--- src/hdl/pfpp_pkg.sv ---
// constants for the flash programming port controller (programmer side)
// assumes a 20 MHz system clock and the device pins reached through pads that resolve the enables
package pfpp_pkg;
  localparam int DATA_W = 16;
  localparam int MODE_W = 4;
  localparam int REQ_W = DATA_W + MODE_W + 1;
  localparam int REQ_DATA_LSB = 0;
  localparam int REQ_MODE_LSB = DATA_W;
  localparam int REQ_READ_BIT = DATA_W + MODE_W;
  localparam int FIFO_DEPTH = 8;
  // mode codes that select the latched word's destination
  localparam logic [MODE_W-1:0] MODE_COMMAND = 4'h0;
  localparam logic [MODE_W-1:0] MODE_ADDR_FIRST = 4'h1;
  localparam logic [MODE_W-1:0] MODE_ADDR_SECOND = 4'h2;
  localparam logic [MODE_W-1:0] MODE_ADDR_THIRD = 4'h3;
  localparam logic [MODE_W-1:0] MODE_ADDR_LAST = 4'h4;
  localparam logic [MODE_W-1:0] MODE_DATA = 4'h5;
  // command words
  localparam logic [DATA_W-1:0] CMD_READ = 16'h0011;
  localparam logic [DATA_W-1:0] CMD_PAGE_WRITE = 16'h0012;
  localparam logic [DATA_W-1:0] CMD_WRITE_LOCK = 16'h0022;
  localparam logic [DATA_W-1:0] CMD_ERASE_WRITE = 16'h0032;
  localparam logic [DATA_W-1:0] CMD_ERASE_WRITE_LOCK = 16'h0042;
  localparam logic [DATA_W-1:0] CMD_ERASE_ALL = 16'h0013;
  localparam logic [DATA_W-1:0] CMD_UNLOCK_REGIONS = 16'h0024;
  localparam logic [DATA_W-1:0] ERASE_ALL_ARG = 16'h0000;
  // timing
  localparam int CLK_KHZ = 20000;
  localparam int SETUP_NS = 100;
  localparam int SETUP_CYC = (SETUP_NS * CLK_KHZ + 999999) / 1000000;
  localparam int CNT_W = 4;
  localparam logic [CNT_W-1:0] SETUP_CNT = CNT_W'(SETUP_CYC);
  localparam logic [CNT_W-1:0] CNT_ZERO = 4'h0;
  localparam logic [CNT_W-1:0] CNT_ONE = 4'h1;

  typedef enum logic [7:0] {
    PFPP_IDLE = 8'h01,
    PFPP_SETUP = 8'h02,
    PFPP_WAIT_BUSY = 8'h04,
    PFPP_RELEASE = 8'h08,
    PFPP_WAIT_VALID = 8'h10,
    PFPP_WAIT_INPUT = 8'h20,
    PFPP_RESUME = 8'h40,
    PFPP_WAIT_READY = 8'h80
  } pfpp_state_e;
endpackage

--- src/hdl/pfpp_programmer.sv ---
// programmer-side flash programming port controller and its request fifo
// assumes: device pins reach it through pads that resolve the enables;
// ready, data-valid and data inputs are asynchronous to clk_sys
`timescale 1ns/1ns

// ********************************************************************
// request fifo
// ********************************************************************
module pfpp_fifo
  import pfpp_pkg::*;
#(
  parameter int WIDTH = REQ_W,
  parameter int DEPTH = FIFO_DEPTH
)
(
  input wire logic clk_sys,
  input wire logic rst,
  input wire logic in_valid,
  output logic in_ready,
  input wire logic [WIDTH-1:0] in_data,
  output logic out_valid,
  input wire logic out_ready,
  output logic [WIDTH-1:0] out_data
);
  localparam int PTR_W = (DEPTH > 1) ? $clog2(DEPTH) : 1;
  localparam int CNT_BITS = $clog2(DEPTH + 1);
  localparam logic [PTR_W-1:0] PTR_LAST = PTR_W'(DEPTH - 1);
  localparam logic [PTR_W-1:0] PTR_ZERO = '0;
  localparam logic [PTR_W-1:0] PTR_ONE = PTR_W'(1);
  localparam logic [CNT_BITS-1:0] CNT_FULL = CNT_BITS'(DEPTH);
  localparam logic [CNT_BITS-1:0] CNT_ONE_F = CNT_BITS'(1);
  logic [WIDTH-1:0] mem [DEPTH];
  logic [PTR_W-1:0] wr_ptr;
  logic [PTR_W-1:0] rd_ptr;
  logic [CNT_BITS-1:0] count;
  logic [CNT_BITS-1:0] next_count;
  logic push;
  logic pop;
  assign push = in_valid & in_ready;
  assign pop = out_valid & out_ready;
  assign out_data = mem[rd_ptr];
  always_comb
  begin
    next_count = count;
    if (push & ~pop)
      next_count = count + CNT_ONE_F;
    else if (pop & ~push)
      next_count = count - CNT_ONE_F;
  end
  // flags held in flops so the ready seen by the source is clean
  always_ff @(posedge clk_sys or posedge rst)
  begin
    if (rst)
    begin
      count <= '0;
      in_ready <= 1'b0;
      out_valid <= 1'b0;
    end
    else
    begin
      count <= next_count;
      in_ready <= (next_count != CNT_FULL);
      out_valid <= (next_count != '0);
    end
  end
  always_ff @(posedge clk_sys or posedge rst)
  begin
    if (rst)
    begin
      wr_ptr <= PTR_ZERO;
      rd_ptr <= PTR_ZERO;
    end
    else
    begin
      if (push)
        wr_ptr <= (wr_ptr == PTR_LAST) ? PTR_ZERO : wr_ptr + PTR_ONE;
      if (pop)
        rd_ptr <= (rd_ptr == PTR_LAST) ? PTR_ZERO : rd_ptr + PTR_ONE;
    end
  end
  // storage needs no reset; out_valid guards stale words
  always_ff @(posedge clk_sys)
  begin
    if (push)
      mem[wr_ptr] <= in_data;
  end
endmodule // pfpp_fifo

// ********************************************************************
// handshake sequencer
// ********************************************************************
module pfpp_programmer
  import pfpp_pkg::*;
(
  input wire logic clk_sys,
  input wire logic rst,
  input wire logic req_valid,
  output logic req_ready,
  input wire logic req_read,
  input wire logic [MODE_W-1:0] req_mode,
  input wire logic [DATA_W-1:0] req_data,
  output logic rsp_valid,
  output logic [DATA_W-1:0] rsp_data,
  output logic done,
  output logic busy,
  output logic prog_command_strobe_pin,
  output logic prog_output_enable_pin,
  input wire logic prog_ready_pin,
  input wire logic prog_data_valid_pin,
  output logic [MODE_W-1:0] prog_mode_pins,
  output logic prog_mode_oe,
  input wire logic [DATA_W-1:0] prog_data_pins_in,
  output logic [DATA_W-1:0] prog_data_pins_out,
  output logic prog_data_pins_oe
);
  pfpp_state_e state;
  logic [REQ_W-1:0] head;
  logic head_valid;
  logic take;
  logic is_read;
  logic [CNT_W-1:0] cnt;
  logic ready_meta;
  logic ready_sync;
  logic valid_n_meta;
  logic valid_n_sync;
  logic [DATA_W-1:0] data_meta;
  logic [DATA_W-1:0] data_sync;
  // ******************************************************************
  // input synchronisers
  // ******************************************************************
  always_ff @(posedge clk_sys or posedge rst)
  begin
    if (rst)
    begin
      ready_meta <= 1'b0;
      ready_sync <= 1'b0;
      valid_n_meta <= 1'b1;
      valid_n_sync <= 1'b1;
      data_meta <= '0;
      data_sync <= '0;
    end
    else
    begin
      ready_meta <= prog_ready_pin;
      ready_sync <= ready_meta;
      valid_n_meta <= prog_data_valid_pin;
      valid_n_sync <= valid_n_meta;
      data_meta <= prog_data_pins_in;
      data_sync <= data_meta;
    end
  end
  // the sequencer drains one request per handshake, so a slow device
  // fills the fifo and req_ready drops; strict order keeps the caller's
  // command, address and data sequence intact on the pins
  pfpp_fifo #(
    .WIDTH(REQ_W),
    .DEPTH(FIFO_DEPTH)
  ) u_fifo (
    .clk_sys(clk_sys),
    .rst(rst),
    .in_valid(req_valid),
    .in_ready(req_ready),
    .in_data({req_read, req_mode, req_data}),
    .out_valid(head_valid),
    .out_ready(take),
    .out_data(head)
  );
  // a new handshake starts only from idle with ready seen high
  assign take = (state == PFPP_IDLE) & head_valid & ready_sync;
  // ******************************************************************
  // sequencer
  // ******************************************************************
  always_ff @(posedge clk_sys or posedge rst)
  begin
    if (rst)
    begin
      state <= PFPP_IDLE;
      cnt <= CNT_ZERO;
      is_read <= 1'b0;
    end
    else
    begin
      unique case (state)
        PFPP_IDLE:
        begin
          if (take)
          begin
            is_read <= head[REQ_READ_BIT];
            cnt <= SETUP_CNT;
            state <= PFPP_SETUP;
          end
        end
        PFPP_SETUP:
        begin
          // mode and data settle before the strobe falls
          if (cnt <= CNT_ONE)
            state <= PFPP_WAIT_BUSY;
          else
            cnt <= cnt - CNT_ONE;
        end
        PFPP_WAIT_BUSY:
          if (~ready_sync)
            state <= PFPP_RELEASE;
        PFPP_RELEASE:
        begin
          if (is_read)
            state <= PFPP_WAIT_VALID;
          else
            state <= PFPP_WAIT_READY;
        end
        PFPP_WAIT_VALID:
          if (~valid_n_sync)
            state <= PFPP_WAIT_INPUT;
        PFPP_WAIT_INPUT:
          if (valid_n_sync)
            state <= PFPP_RESUME;
        PFPP_RESUME:
          state <= PFPP_WAIT_READY;
        PFPP_WAIT_READY:
        begin
          // strobe is already high here, so ready high ends the handshake
          if (ready_sync)
            state <= PFPP_IDLE;
        end
        default:
          state <= PFPP_IDLE;
      endcase
    end
  end

  // ******************************************************************
  // pin drivers
  // ******************************************************************
  always_ff @(posedge clk_sys or posedge rst)
  begin
    if (rst)
    begin
      prog_command_strobe_pin <= 1'b1;
      prog_output_enable_pin <= 1'b1;
      prog_mode_pins <= MODE_COMMAND;
      prog_mode_oe <= 1'b0;
      prog_data_pins_out <= '0;
      prog_data_pins_oe <= 1'b0;
    end
    else
    begin
      if (take)
      begin
        // mode codes and command words come from the caller as-is
        prog_mode_pins <= head[REQ_MODE_LSB +: MODE_W];
        prog_data_pins_out <= head[REQ_DATA_LSB +: DATA_W];
        prog_mode_oe <= 1'b1;
        prog_data_pins_oe <= 1'b1;
      end
      if ((state == PFPP_SETUP) && (cnt <= CNT_ONE))
        prog_command_strobe_pin <= 1'b0;
      if ((state == PFPP_WAIT_BUSY) && ~ready_sync)
      begin
        prog_mode_oe <= 1'b0;
        prog_data_pins_oe <= 1'b0;
      end
      if (state == PFPP_RELEASE)
      begin
        if (is_read)
          prog_output_enable_pin <= 1'b0;
        else
          prog_command_strobe_pin <= 1'b1;
      end
      if ((state == PFPP_WAIT_VALID) && ~valid_n_sync)
        prog_output_enable_pin <= 1'b1;
      if ((state == PFPP_WAIT_INPUT) && valid_n_sync)
        prog_data_pins_oe <= 1'b1;
      if (state == PFPP_RESUME)
        prog_command_strobe_pin <= 1'b1;
      if ((state == PFPP_WAIT_READY) && ready_sync)
        prog_data_pins_oe <= 1'b0;
    end
  end

  // ******************************************************************
  // user-side answers
  // ******************************************************************
  always_ff @(posedge clk_sys or posedge rst)
  begin
    if (rst)
    begin
      rsp_valid <= 1'b0;
      rsp_data <= '0;
      done <= 1'b0;
      busy <= 1'b0;
    end
    else
    begin
      rsp_valid <= 1'b0;
      done <= 1'b0;
      // data was driven before data-valid fell and passed the same
      // two-stage delay, so it is stable when the flag is seen
      if ((state == PFPP_WAIT_VALID) && ~valid_n_sync)
      begin
        rsp_valid <= 1'b1;
        rsp_data <= data_sync;
      end
      if ((state == PFPP_WAIT_READY) && ready_sync)
        done <= 1'b1;
      busy <= (state != PFPP_IDLE) | head_valid;
    end
  end
endmodule // pfpp_programmer

--- config.mk ---
export PLATFORM = sky130hd
export DESIGN_NAME = pfpp_programmer
export DESIGN_NICKNAME = d
export VERILOG_FILES = /design/src/hdl/pfpp_pkg.sv /design/src/hdl/pfpp_programmer.sv
export SDC_FILE = /design/constraint.sdc
export NUM_CORES = 1
export LEC_CHECK = 0
export BUFFER_PORTS_ARGS = -buffer_cell sky130_fd_sc_hd__clkbuf_2
export CORE_ASPECT_RATIO = 0.7
export CORE_MARGIN = 10
export CORE_UTILIZATION = 50
export CTS_CLUSTER_DIAMETER = 80
export DETAILED_ROUTE_END_ITERATION = 10
export GPL_TIMING_DRIVEN = 0
export PLACE_DENSITY = 0.69
export SLEW_MARGIN = 20
export SYNTH_ARGS = -nofsm -noshare
export SYNTH_HDL_FRONTEND = slang
export SYNTH_SLANG_ARGS = --single-unit
export TNS_END_PERCENT = 100
--- constraint.sdc ---
create_clock -name clk_sys -period 9.35 [get_ports clk_sys]
set_input_delay 1.87 -clock clk_sys [delete_from_list [all_inputs] [get_ports clk_sys]]
set_output_delay 1.87 -clock clk_sys [all_outputs]
set_load 0.01 [all_outputs]
==> results of run 1 <==
Yosys cell counts, types with 8 or more instances:
cell type                    n
sky130_fd_sc_hd__nand2_1    37
sky130_fd_sc_hd__nand3_1     8
sky130_fd_sc_hd__edfxtp_1  168
sky130_fd_sc_hd__inv_1      10
sky130_fd_sc_hd__buf_2       8
sky130_fd_sc_hd__mux2_4      8
sky130_fd_sc_hd__mux2i_1    23
sky130_fd_sc_hd__clkbuf_1   13
sky130_fd_sc_hd__ha_1        8
sky130_fd_sc_hd__nor2_1     15
sky130_fd_sc_hd__nor3_1     11
sky130_fd_sc_hd__mux2_2      9
sky130_fd_sc_hd__dfrtp_1    99
sky130_fd_sc_hd__o21ai_0    29
sky130_fd_sc_hd__mux4_2     42
worst min path at each step:
stage / slack (ns) / endpoint
floorplan: 0.33 / data_sync[0]
global placement: 0.33 / data_sync[9]
detailed placement: 0.33 / data_sync[8]
CTS: 0.35 / data_sync[8]
global route: 0.35 / data_sync[1]
finish: 0.34 / data_sync[14]
registers in the layout, summed over array words and instances (netlist names), 3 cells and up:
name	count
u_fifo.count	4
u_fifo.rd_ptr	3
data_sync	16
cnt	4
data_meta	16
state	8
rsp_data	16
u_fifo.wr_ptr	3
u_fifo.mem	168
prog_data_pins_out	16
prog_mode_pins	4
critical path: stages:
cell and delay, ns:
sky130_fd_sc_hd__clkbuf_2 0.11, sky130_fd_sc_hd__nand2_1 0.23, sky130_fd_sc_hd__clkbuf_1 0.33, sky130_fd_sc_hd__nor4_2 0.69, sky130_fd_sc_hd__buf_4 0.29, sky130_fd_sc_hd__buf_4 0.18
final cells by class:
class                      instances  share of cell area, %
antenna                            1                 0.0206
buffer                            27                   1.17
clock buffer                      33                   5.65
clock inverter                    15                   1.50
inverter                          10                  0.350
multi-input combinational        249                   20.2
sequential                       272                   62.9
tap                              270                   2.78
timing repair buffer             104                   5.43
cell families (layout without fill, tap and decap cells):
logic type               after synthesis  count (layout)  synth area share [%]
XOR/XNOR                               7               7                 0.599
AO/OA/AOI/OAI                         56              56                  3.43
other                                  0               1                     0
adder cells (fa/ha/maj)                8               8                 0.978
flip-flops                           272             272                  74.7
AND/OR/NAND/NOR                       96              96                  4.84
buffers and inverters                 37             189                  1.76
multiplexers                          82              82                  13.6
layer usage:
layer / part of all wire, % / vias to the layer above / routed length, um
met4: 1.6 / 0 / 337
met2: 48 / 145 / 9950
met3: 6.7 / 30 / 1400
met5: 0 / - / 0
li1: - / 2419 / -
met1: 44 / 2750 / 9190
report_power, final:
group          switching [mW]  internal [mW]
clock                   0.426          0.630
combinational           0.540          0.426
sequential             0.0958           1.50
total                    1.06           2.56
stage by stage:
stage | utilization [%] | instance area (um^2) | worst slack [ns]
6_report | 60.9 | 12200 | 5.89
5_1_grt | 60.9 | 12200 | 5.81
4_1_cts | 60.9 | 12200 | 5.95
3_5_place_dp | 56.6 | 11300 | 5.38
3_3_place_gp | 55.1 | 11000 | 2.27
2_1_floorplan | - | 10200 | 4.58
==> run summary, run 1 <==
The run finished with clean final reports. The path depth of the worst reg2reg path came out at 6. The synthesized design spends more area on one cell type than any other, namely sky130_fd_sc_hd__edfxtp_1.

The count of final max-slew check failures came out at 0. Measured against its own limit, the worst slew margin works out to about two fifths. Derived from the worst setup path, the maximum achievable clock frequency is 289 MHz. The final hold violation count is 0.

In this run the number of H-tree levels came out at 1. After detailed placement, the design holds a cell count of 932. The first-pass iteration count of the detailed router is 5. The highest net fanout along the worst path came out at 10.

The worst setup skew after layout came out at ~0.0065 ns. The actual transition at the worst max-transition pin is about 0.9 ns. The buffer count from post-CTS setup fixing came out at 0. After synthesis, the netlist uses 55 different library cells. The met2 global-route usage came out at 24.6%. The number of cells upsized or downsized after cts came out at 0. The number of buffers inserted by hold repair at cts is 0.

The final layout net count came out at 740. The number of antenna violations at the first check in global routing came to 0. The height of the die is about 140 um.

After synthesis, the cell types taking the most area are sky130_fd_sc_hd__edfxtp_1, sky130_fd_sc_hd__dfrtp_1, sky130_fd_sc_hd__mux4_2. The synthesis-to-layout area growth came out at 18.8%. The total setup violations reported at the end of the flow came out at 0. The worst hold path belongs to the class flop to flop. Setup repair after global routing left no endpoint under its margin. The startpoint of the worst setup timing path is req_valid.

STA classifies the critical path endpoint as a flop. In the layout the commonest cells are sky130_fd_sc_hd__edfxtp_1, sky130_fd_sc_hd__dfrtp_1, sky130_fd_sc_hd__clkbuf_2. The clock period minus final worst setup slack is 3.46 ns. Across the run, the number of max-cap violations was 0. The buffer levels on the longest clock path is 3. The worst hold slack after final layout came out at 0.344 ns.

Counting every net in the synthesized netlist gives 608. The area of combinational cells with multiple inputs is ~2500 um^2. The met3 routing resource usage after global routing is under 10%. The synthesized design devotes to its leading area cell type around 49% of total area. The final antenna-violating net count is 0. Counting instances, the worst hold path has a depth of 0. The clock net sink count came out at about 270. The worst setup path is launched from an input pin. The arrival time at the worst endpoint is about 3.7 ns. In this run, synthesis inferred 168 flip-flops with an integrated enable.

The category of the critical setup timing path is input pin to flop. The worst hold path begins at data_meta[14]. The number of warnings reported in the yosys synthesis log is 0. The clock latency on the worst-skew pair came out at 0.53 ns. The post-synth design cell area came out at between 10,000 and 15,000 um^2. The die area came out at between 20,000 and 30,000 um^2. The flop and latch count out of synthesis is around 270. The worst register-to-register path ends at prog_mode_oe. The setup check on the worst reg-to-reg path leaves a slack of just under 7 ns. The global-route usage over all layers came out at between 10% and 20%. The detailed-route wire length is ~21,000 um. The number of vias after detailed routing came out at ~5,300. After detailed routing, the number of remaining DRC violations is 0. The TritonCTS buffer count is 26. The most critical setup path has its endpoint at u_fifo.mem[0][4]. In this run the power density over the cells is about 300 nW/um^2. For this run, the leading register cell type out of synthesis is sky130_fd_sc_hd__edfxtp_1. The via count of the first global-routing pass was approximately 5,700. The core box area is 20,000 um^2. The clock-pin transition on the worst setup and hold timing paths came out at 0.06 ns. The mean area per synthesized cell is 18.4 um^2. The count of routing violations after the opening detailed-route iteration is between 400 and 500. Leaving out filler cells and counting taps, the final layout contains 981. The top-level port count came out at 86. The initial utilization of the core area, before any placement, comes to between 50 and 60%.

The fraction of final layout cells sized beyond drive strength 1 is approximately a third. The startpoint of the worst register-to-register path is ready_sync. The first global-routing pass estimated roughly 33,000 um of wire. The area used by sequential logic in the layout came out at about 7700 um^2. In the synthesized netlist the async set-or-reset flop fraction comes to 38.2%. Global routing used around 22% of the available met1 tracks.

The ratio of final minimum period to clock period is 37.1%. The final-layout setup total negative slack is 0 ns. At the worst endpoint, the required time is 9.59 ns. The share of the yosys chip area belonging to registers came out at between 70% and 80%. The number of cells produced by synthesis came out at ~560.

The global routing stage identified its most utilized layer as met2. The most common cell after layout, fill and taps aside is sky130_fd_sc_hd__edfxtp_1. The horizontal die dimension is roughly 190 um. The placer congestion estimate is 0.808. The post-detailed-route wirelength per cell is roughly 21 um. Dividing the detail-routed via count by the number of cells gives ~5.4. The count of buffers inserted at the top-level ports came out at 85. Fill cells in the final layout number around 1,400. TritonCTS built the clock tree. Global routing finished with a remaining overflow of 0. The total power draw came out at 3.62 mW. For this design the static power due to leakage is around 4.7 nW. The standard-cell row count came out at 43. The half-perimeter wire length of the detailed placement result came out at between 10,000 and 15,000 um. The pin count of the biggest net entering global routing came out at 63. The tree is rooted in a sky130_fd_sc_hd__clkbuf_16. The worst-case IR drop observed on VDD is 0.000183 V.
Power figures use the tool's default switching activity.
==> run 2, diff against run 1 <==
Clock period 9.35 ns to 3.3 ns, I/O delays scaled along.
==> run summary, run 2 (synthesis gave the netlist of run 1 again) <==
The run finished with clean final reports. The cell leakage power was 4.66 nW (-0.93%). The total setup violations reported at the end of the flow came out at 0 (unchanged).

The number of cells upsized or downsized after cts is 0 (unchanged). The worst register-to-register path begins at ready_sync. The number of buffers inserted by hold repair at cts is 0 (unchanged). The final non-filler cell total came out at 977 (-0.41%). The clock tree from TritonCTS is done. The count of final max-slew check failures came out at 0 (unchanged). The half-perimeter wire length of the detailed placement result came out at 14,200 um (+2.1%). The slack of the worst reg-to-reg path is 0.69 ns (-6.16 ns).

The total overflow reported by the global router is 0 (unchanged). The maximum operating frequency came out at 383 MHz. The post-detailed-route wirelength per cell is 21.2 um (-0.36%). Leaving out fill and tap cells, the most frequent cell in the layout is sky130_fd_sc_hd__edfxtp_1.

The worst max-slew margin expressed relative to the limit came out at 39.8% (-1.2 points). The total power draw is 10.1 mW (+180%). The count of buffering cells on the critical path with inverters included is 3 (-1).

In this run the clock root is driven by a sky130_fd_sc_hd__clkbuf_16. The post-detailed-route DRC marker count was 0 (unchanged). Walking the worst path, the cells encountered are and4b_1, clkbuf_1, nand3_1, clkbuf_1, clkbuf_1, o21ai_0. The antenna diode instance count is 0 (-1).

The worst setup path is of the flop to flop kind. The first-pass GRT wire length is 32,800 um (+0.40%). The max-capacitance violation count came out at 0 (unchanged). The largest register by flop count is u_fifo.mem.

The worst hold slack after final layout is 0.0815 ns (-0.262 ns). The worst setup path is captured at a flop. The count of routing violations after the opening detailed-route iteration is 416 (-15%). The global-route usage over all layers was 15.7% (-0.081 points). The horizontal die dimension is 191 um (unchanged). The end of the worst register-to-register path is prog_mode_oe.

The placer congestion estimate came out at 0.801 (-0.78%). The largest delay contributor family on the critical path is buffers and inverters. The cell count after placement came out at 931 (-0.11%). The TritonCTS buffer count is 25 (-3.8%). The element type at the critical path start is a flop.

Setup repair after global routing left no endpoint under its margin. The worst hold path belongs to the class input pin to asynchronous set/reset pin. The height of the die is 140 um (unchanged). The critical-path cell with the highest stage delay is sky130_fd_sc_hd__clkbuf_1.

The number of antenna violations at the first check in global routing is 0 (unchanged). The count of buffers inserted at the top-level ports is 85 (unchanged). The clock latency on the worst-skew pair is 0.54 ns (about the same). The worst setup skew after layout came out at 0.0177 ns (+0.0112 ns). The clock net sink count is 272 (unchanged).

The arrival time at the worst endpoint is 2.97 ns (-0.73 ns). The critical path required time is 3.66 ns (-5.93 ns). The actual transition at the worst max-transition pin came out at 0.903 ns (+0.0177 ns). The final layout net count is 738 (-0.27%).

The path depth of the worst reg2reg path is 6 (unchanged). The clock period minus final worst setup slack is between 2 and 3 ns. In the layout the commonest cells are sky130_fd_sc_hd__edfxtp_1, sky130_fd_sc_hd__dfrtp_1, sky130_fd_sc_hd__clkbuf_2. The via count of the first global-routing pass came out at 5,657 (-0.32%). The final hold violation count is 0 (unchanged). The buffer levels on the longest clock path is 3 (unchanged). The final design area excluding fillers is 12,100 um^2 (-0.34%). The areal power density over the cells is 831 nW/um^2 (+180%). The via count normalized by instance count came to 5.50 (+0.97%). The maximum level of the CTS H-tree is 1 (unchanged). The ratio of final minimum period to clock period is slightly below 80%. The detailed-route wire length is 20,700 um (-0.76%).

The standard-cell row count is 43 (unchanged). The die area is 26,700 um^2 (unchanged). The initial cell density of the core came out at 51.3% (unchanged). The fraction of final layout cells sized beyond drive strength 1 came out at 33.5% (+0.56 points). The pin count of the biggest net entering global routing was 34 (-46%). The top-level port count came out at 86 (unchanged). The peak supply drop was 0.000465 V (+150%). The utilization of the core after routing is 60.7% (-0.21 points).

The buffer count from post-CTS setup fixing is 0 (unchanged). The core box area came out at 20,000 um^2 (unchanged). The clock-pin transition on the worst setup and hold timing paths is 0.06 ns (about the same). The flip-flop count of the largest register after layout is 168 (unchanged). The first-pass iteration count of the detailed router is 5 (unchanged).

The number of vias after detailed routing is 5,374 (+0.56%). In this design, the critical path's most frequently occurring cell is sky130_fd_sc_hd__clkbuf_1. The area growth from synthesis to layout is 18.4%.

The highest net fanout along the worst path came to 10 (unchanged). The total placed instance area is 11,300 um^2 (+0.21%). The final antenna-violating net count came out at 0 (unchanged).

The biggest cell delay along the critical path is 0.61 ns (-0.08 ns).
[run 2: cell count changes in the layout (fill, tap and decap cells not counted), moves of 2 or more]
| cell | change |
|---|---|
| sky130_fd_sc_hd__clkinv_1 | -3 |
| sky130_fd_sc_hd__clkinvlp_4 | +5 |
| sky130_fd_sc_hd__buf_12 | +3 |
| sky130_fd_sc_hd__clkbuf_1 | -3 |
| sky130_fd_sc_hd__bufinv_16 | -3 |
| sky130_fd_sc_hd__buf_4 | -3 |
| sky130_fd_sc_hd__clkbuf_8 | +2 |
[run 2: how the worst max path moves through the flow]
stage          slack (ns)       start  cells past startpoint                     to
6_report             0.69  ready_sync                      6           prog_mode_oe
5_1_grt              0.50    state[7]                      6  prog_data_pins_out[4]
4_1_cts              0.71  ready_sync                      6           prog_mode_oe
3_5_place_dp         0.55   req_valid                      6      u_fifo.mem[6][16]
3_3_place_gp        -1.46   req_valid                      4      u_fifo.mem[6][14]
2_1_floorplan        0.27   req_valid                      3       u_fifo.mem[2][0]
[run 2: through the flow]
stage | setup TNS, ns | setup WS (ns)
after floorplan | 0 | 0.274
after global placement | -119.39 | -1.46
after detailed placement | 0 | 0.547
after CTS | 0 | 0.712
after global routing | 0 | 0.499
final | 0 | 0.691
[run 2: area by class of cell]
class                           count  area [um^2]
Multi-Input combinational cell    249         2460
Fill cell                        1432         7840
Clock inverter                     15          129
Inverter                           10         41.3
Buffer                             27          143
Tap cell                          270          338
Timing Repair Buffer              103          677
Clock buffer                       31          678
Sequential cell                   272         7650
[run 2: layer usage]
| metal | track usage, % | wire (um) | vias up |
|---|---|---|---|
| li1 | - | - | 2412 |
| met1 | 21.3 | 9070 | 2784 |
| met2 | 25.1 | 10100 | 144 |
| met3 | 3.52 | 1200 | 34 |
| met4 | 3.80 | 359 | 0 |
| met5 | 0 | 0 | - |
[run 2: where the power goes]
group	switching (mW)	leakage [nW]	internal [mW]
clock	1.24	0.381	1.55
combinational	1.54	1.48	1.21
sequential	0.272	2.80	4.25
total	3.06	4.66	7.01
==> run 3, diff against run 2 <==
Settings changed: ABC_AREA set to 1.
Clock period 3.3 ns to 2.51 ns, I/O delays scaled along.
==> run summary, run 3 <==
The flop and latch count out of synthesis is 272 (unchanged). The flip-flop count of the largest register after layout came out at 168 (unchanged). The height of the die was 140 um (+0.42%). The startpoint of the worst setup timing path is u_fifo.in_ready. The count of final max-slew check failures was 0 (unchanged).

The synthesized net count is 864 (+42%). The critical path capture point type is a flop. In this run the critical register-to-register path is captured at u_fifo.mem[6][13]. The total overflow reported by the global router is 0 (unchanged). The cell sitting at the root of the clock tree is a sky130_fd_sc_hd__clkbuf_16. The run finished with clean final reports. The buffer count from post-CTS setup fixing is 0 (unchanged).

The placer congestion estimate came to 0.815 (+1.7%). The fraction of final layout cells sized beyond drive strength 1 is 20.0% (-14 points). The arrival time at the worst endpoint is 2.34 ns (-0.63 ns). The layout filler cell count came out at 1,574 (+9.9%).

The number of antenna violations at the first check in global routing is 1 (+1). The number of warnings reported in the yosys synthesis log is 0 (unchanged). The via count of the first global-routing pass was 6,474 (+14%). The total setup violations reported at the end of the flow came out at 0 (unchanged). The most common cell in the synthesized netlist is sky130_fd_sc_hd__edfxtp_1.

The number of cells upsized or downsized after cts came out at 0 (unchanged). The first-pass GRT wire length is 37,000 um (+13%). In the post-synthesis netlist, the biggest area contributors are sky130_fd_sc_hd__edfxtp_1, sky130_fd_sc_hd__dfrtp_1, sky130_fd_sc_hd__o21ai_0.

The core box area came out at 20,100 um^2 (+0.54%). In the synthesized netlist the dominant register cell turns out to be sky130_fd_sc_hd__edfxtp_1. The mean area per synthesized cell was 12.7 um^2 (-31%).

The number of buffers inserted by hold repair at cts came to 0 (unchanged). The cell count after placement is 1,177 (+26%). The switching power share of the total came to 34.4% (+4.1 points). The maximum operating frequency is 461 MHz (+20%).

The area share of the leading cell type in the synthesized netlist is 48.8% (-0.47 points). TritonCTS built the clock tree. The TritonCTS buffer count came out at 26 (+4.0%).

The clock-pin transition on the worst setup and hold timing paths came out at 0.06 ns (about the same). The final design area excluding fillers came out at 12,200 um^2 (+0.65%). The clock period minus final worst setup slack is 2.17 ns (-0.440 ns).

The number of cells produced by synthesis came to 814 (+46%). The register share of total power is 42.8% (-2.1 points). The highest net fanout along the worst path is 21 (+11). The total placed instance area was 11,300 um^2 (+0.20%). The actual transition at the worst max-transition pin is 0.815 ns (-0.0882 ns). The global-route usage over all layers was 17.6% (+1.9 points).

The critical path required time is 2.68 ns (-0.98 ns). The internal power summed over all cells was 9.01 mW (+29%). The largest area contributor in the synthesized netlist is sky130_fd_sc_hd__edfxtp_1. The areal power density over the cells is 1130 nW/um^2 (+36%). The final hold violation count came out at 0 (unchanged). The worst max-slew margin expressed relative to the limit came out at 45.6% (+5.8 points). Counting flops per register, the top entry is u_fifo.mem. The cell leakage power is 4.89 nW (+5.0%).

Setup repair after global routing left no endpoint under its margin. The slack of the worst reg-to-reg path was 0.34 ns (-0.35 ns). The final-layout setup total negative slack came to 0 ns (unchanged). The async set-or-reset flop fraction in the synthesized netlist is 38.2% (unchanged). The number of vias after detailed routing was 6,654 (+24%). The via count normalized by instance count came out at 5.43 (-1.2%).

The element type at the critical path start is a flop. The die area came out at 26,900 um^2 (+0.85%). The count of buffers inserted at the top-level ports is 85 (unchanged). The clock latency on the worst-skew pair is 0.54 ns (about the same). The type of the tightest min-delay check is input pin to asynchronous set/reset pin.

The half-perimeter wire length of the detailed placement result came out at 15,900 um (+12%). The path depth of the worst reg2reg path is 4 (-2). The peak supply drop was 0.000658 V (+42%). By count the netlist is led by sky130_fd_sc_hd__edfxtp_1, sky130_fd_sc_hd__nand2_1, sky130_fd_sc_hd__nor2_1. The post-detailed-route DRC marker count is 0 (unchanged). The final layout net count came out at 985 (+33%). The initial cell density of the core came out at 51.5% (+0.22 points). The startpoint identified for the worst register-to-register timing path is u_fifo.in_ready. The post-detailed-route wirelength per cell came out at 19.4 um (-8.7%). The horizontal die dimension came out at 192 um (+0.43%).

The detailed-route wire length came to 23,700 um (+14%). The category of the critical setup timing path is flop to flop. The count of routing violations after the opening detailed-route iteration is 734 (+76%). The post-synth design cell area was 10,300 um^2 (+0.97%). The maximum level of the CTS H-tree came out at 1 (unchanged). The buffer levels on the longest clock path is 3 (unchanged). The share of the yosys chip area belonging to registers came out at 74.0% (-0.71 points).

The share of total power in combinational logic came out at 28.7% (+1.4 points). The area of combinational cells with multiple inputs is 2420 um^2 (-1.7%). The first-pass iteration count of the detailed router is 5 (unchanged). The final non-filler cell total is 1,225 (+25%). The final antenna-violating net count was 0 (unchanged). The clock net sink count is 272 (unchanged). The ratio of final minimum period to clock period was 86.4% (+7.4 points). The clock network power share is 28.4% (+0.6 points). The number of flops mapped to enable cells by yosys came out at 168 (unchanged). The pre-CTS setup slack is 0.128 ns (-0.419 ns).

The antenna diode instance count came to 0 (unchanged). The utilization of the core after routing came out at 60.8% (+0.067 points). The synthesis-to-layout area growth is 18.0%. The worst setup skew after layout was 0.00883 ns (-0.00885 ns). The switching power was 4.73 mW (+55%).

The top-level port count is 86 (unchanged). The most critical setup path has its endpoint at u_fifo.mem[6][13]. The area used by sequential logic in the layout is 7650 um^2 (unchanged). The count of unique library cells instantiated by Yosys is 36 (-35%). The final worst setup slack is 0.341 ns (-0.350 ns). The library cell used most frequently in the layout, excluding fill and tap cells, is sky130_fd_sc_hd__edfxtp_1. Leaving out fill and tap cells, the most frequent cells in the layout are sky130_fd_sc_hd__edfxtp_1, sky130_fd_sc_hd__nand2_1, sky130_fd_sc_hd__nor2_1. The standard-cell row count is 43 (unchanged). The pin count of the biggest net entering global routing came out at 35 (+2.9%). The max-capacitance violation count is 0 (unchanged).
## run 3: metal layers
layer	up-vias	track usage (%)	share of wire [%]
li1	3125	-	-
met1	3215	26.2	46
met2	276	25.4	44
met3	36	4.14	9.0
met4	2	3.94	1.5
met5	-	0	0.084
## run 3: per-stage QoR
stage / hold slack [ns] / total power, mW
2_1_floorplan: 0.331 / 8.35
3_3_place_gp: 0.331 / 9.64
3_5_place_dp: 0.335 / 9.88
4_1_cts: 0.0128 / 13.8
5_1_grt: 0.0242 / 14.5
6_report: 0.000490 / 13.7
## run 3: how the worst min path moves through the flow
stage | startpoint | slack [ns] | cells past startpoint | end
after floorplan | data_meta[0] | 0.33 | 0 | data_sync[0]
after global placement | data_meta[9] | 0.33 | 0 | data_sync[9]
after detailed placement | data_meta[14] | 0.33 | 0 | data_sync[14]
after CTS | rst | 0.01 | 2 | state[7]
after global routing | prog_data_valid_pin | 0.02 | 1 | valid_n_meta
final | rst | 0.0005 | 2 | ready_sync
## run 3: layout make-up
type                            instances  area share (%)
Clock buffer                           30            5.46
Sequential cell                       272            62.7
Buffer                                 37            1.48
Inverter                               38            1.21
Clock inverter                         18            1.62
Tap cell                              270            2.77
Multi-Input combinational cell        467            19.8
Timing Repair Buffer                   93            4.90
## run 3: power groups by stage
stage	Clock, mW	Combinational (mW)	Sequential (mW)
after floorplan	0	2.34	6.01
after global placement	0	3.67	5.98
after detailed placement	0	3.91	5.97
after global routing	4.16	4.38	5.96
final	3.91	3.94	5.89
after CTS	3.97	3.95	5.89
## run 3: cell families (layout without fill, tap and decap cells)
family / count (synthesis) / in the layout / share of synthesized area, %
DFF: 272 / 272 / 74.0
AOI/OAI and AO/OA: 158 / 158 / 9.10
and+or+nand+nor: 298 / 298 / 12.5
adders and majority gates: 8 / 8 / 0.968
xor gates and xnor gates: 3 / 3 / 0.254
buffers and inverters: 75 / 216 / 3.13
## run 3: critical path, stage by stage, from the launching register on
cell and delay (ns):
sky130_fd_sc_hd__dfrtp_1 0.34, sky130_fd_sc_hd__nand2_1 0.20, sky130_fd_sc_hd__inv_1 0.26, sky130_fd_sc_hd__nand2_1 0.29, sky130_fd_sc_hd__nor2_4 0.71
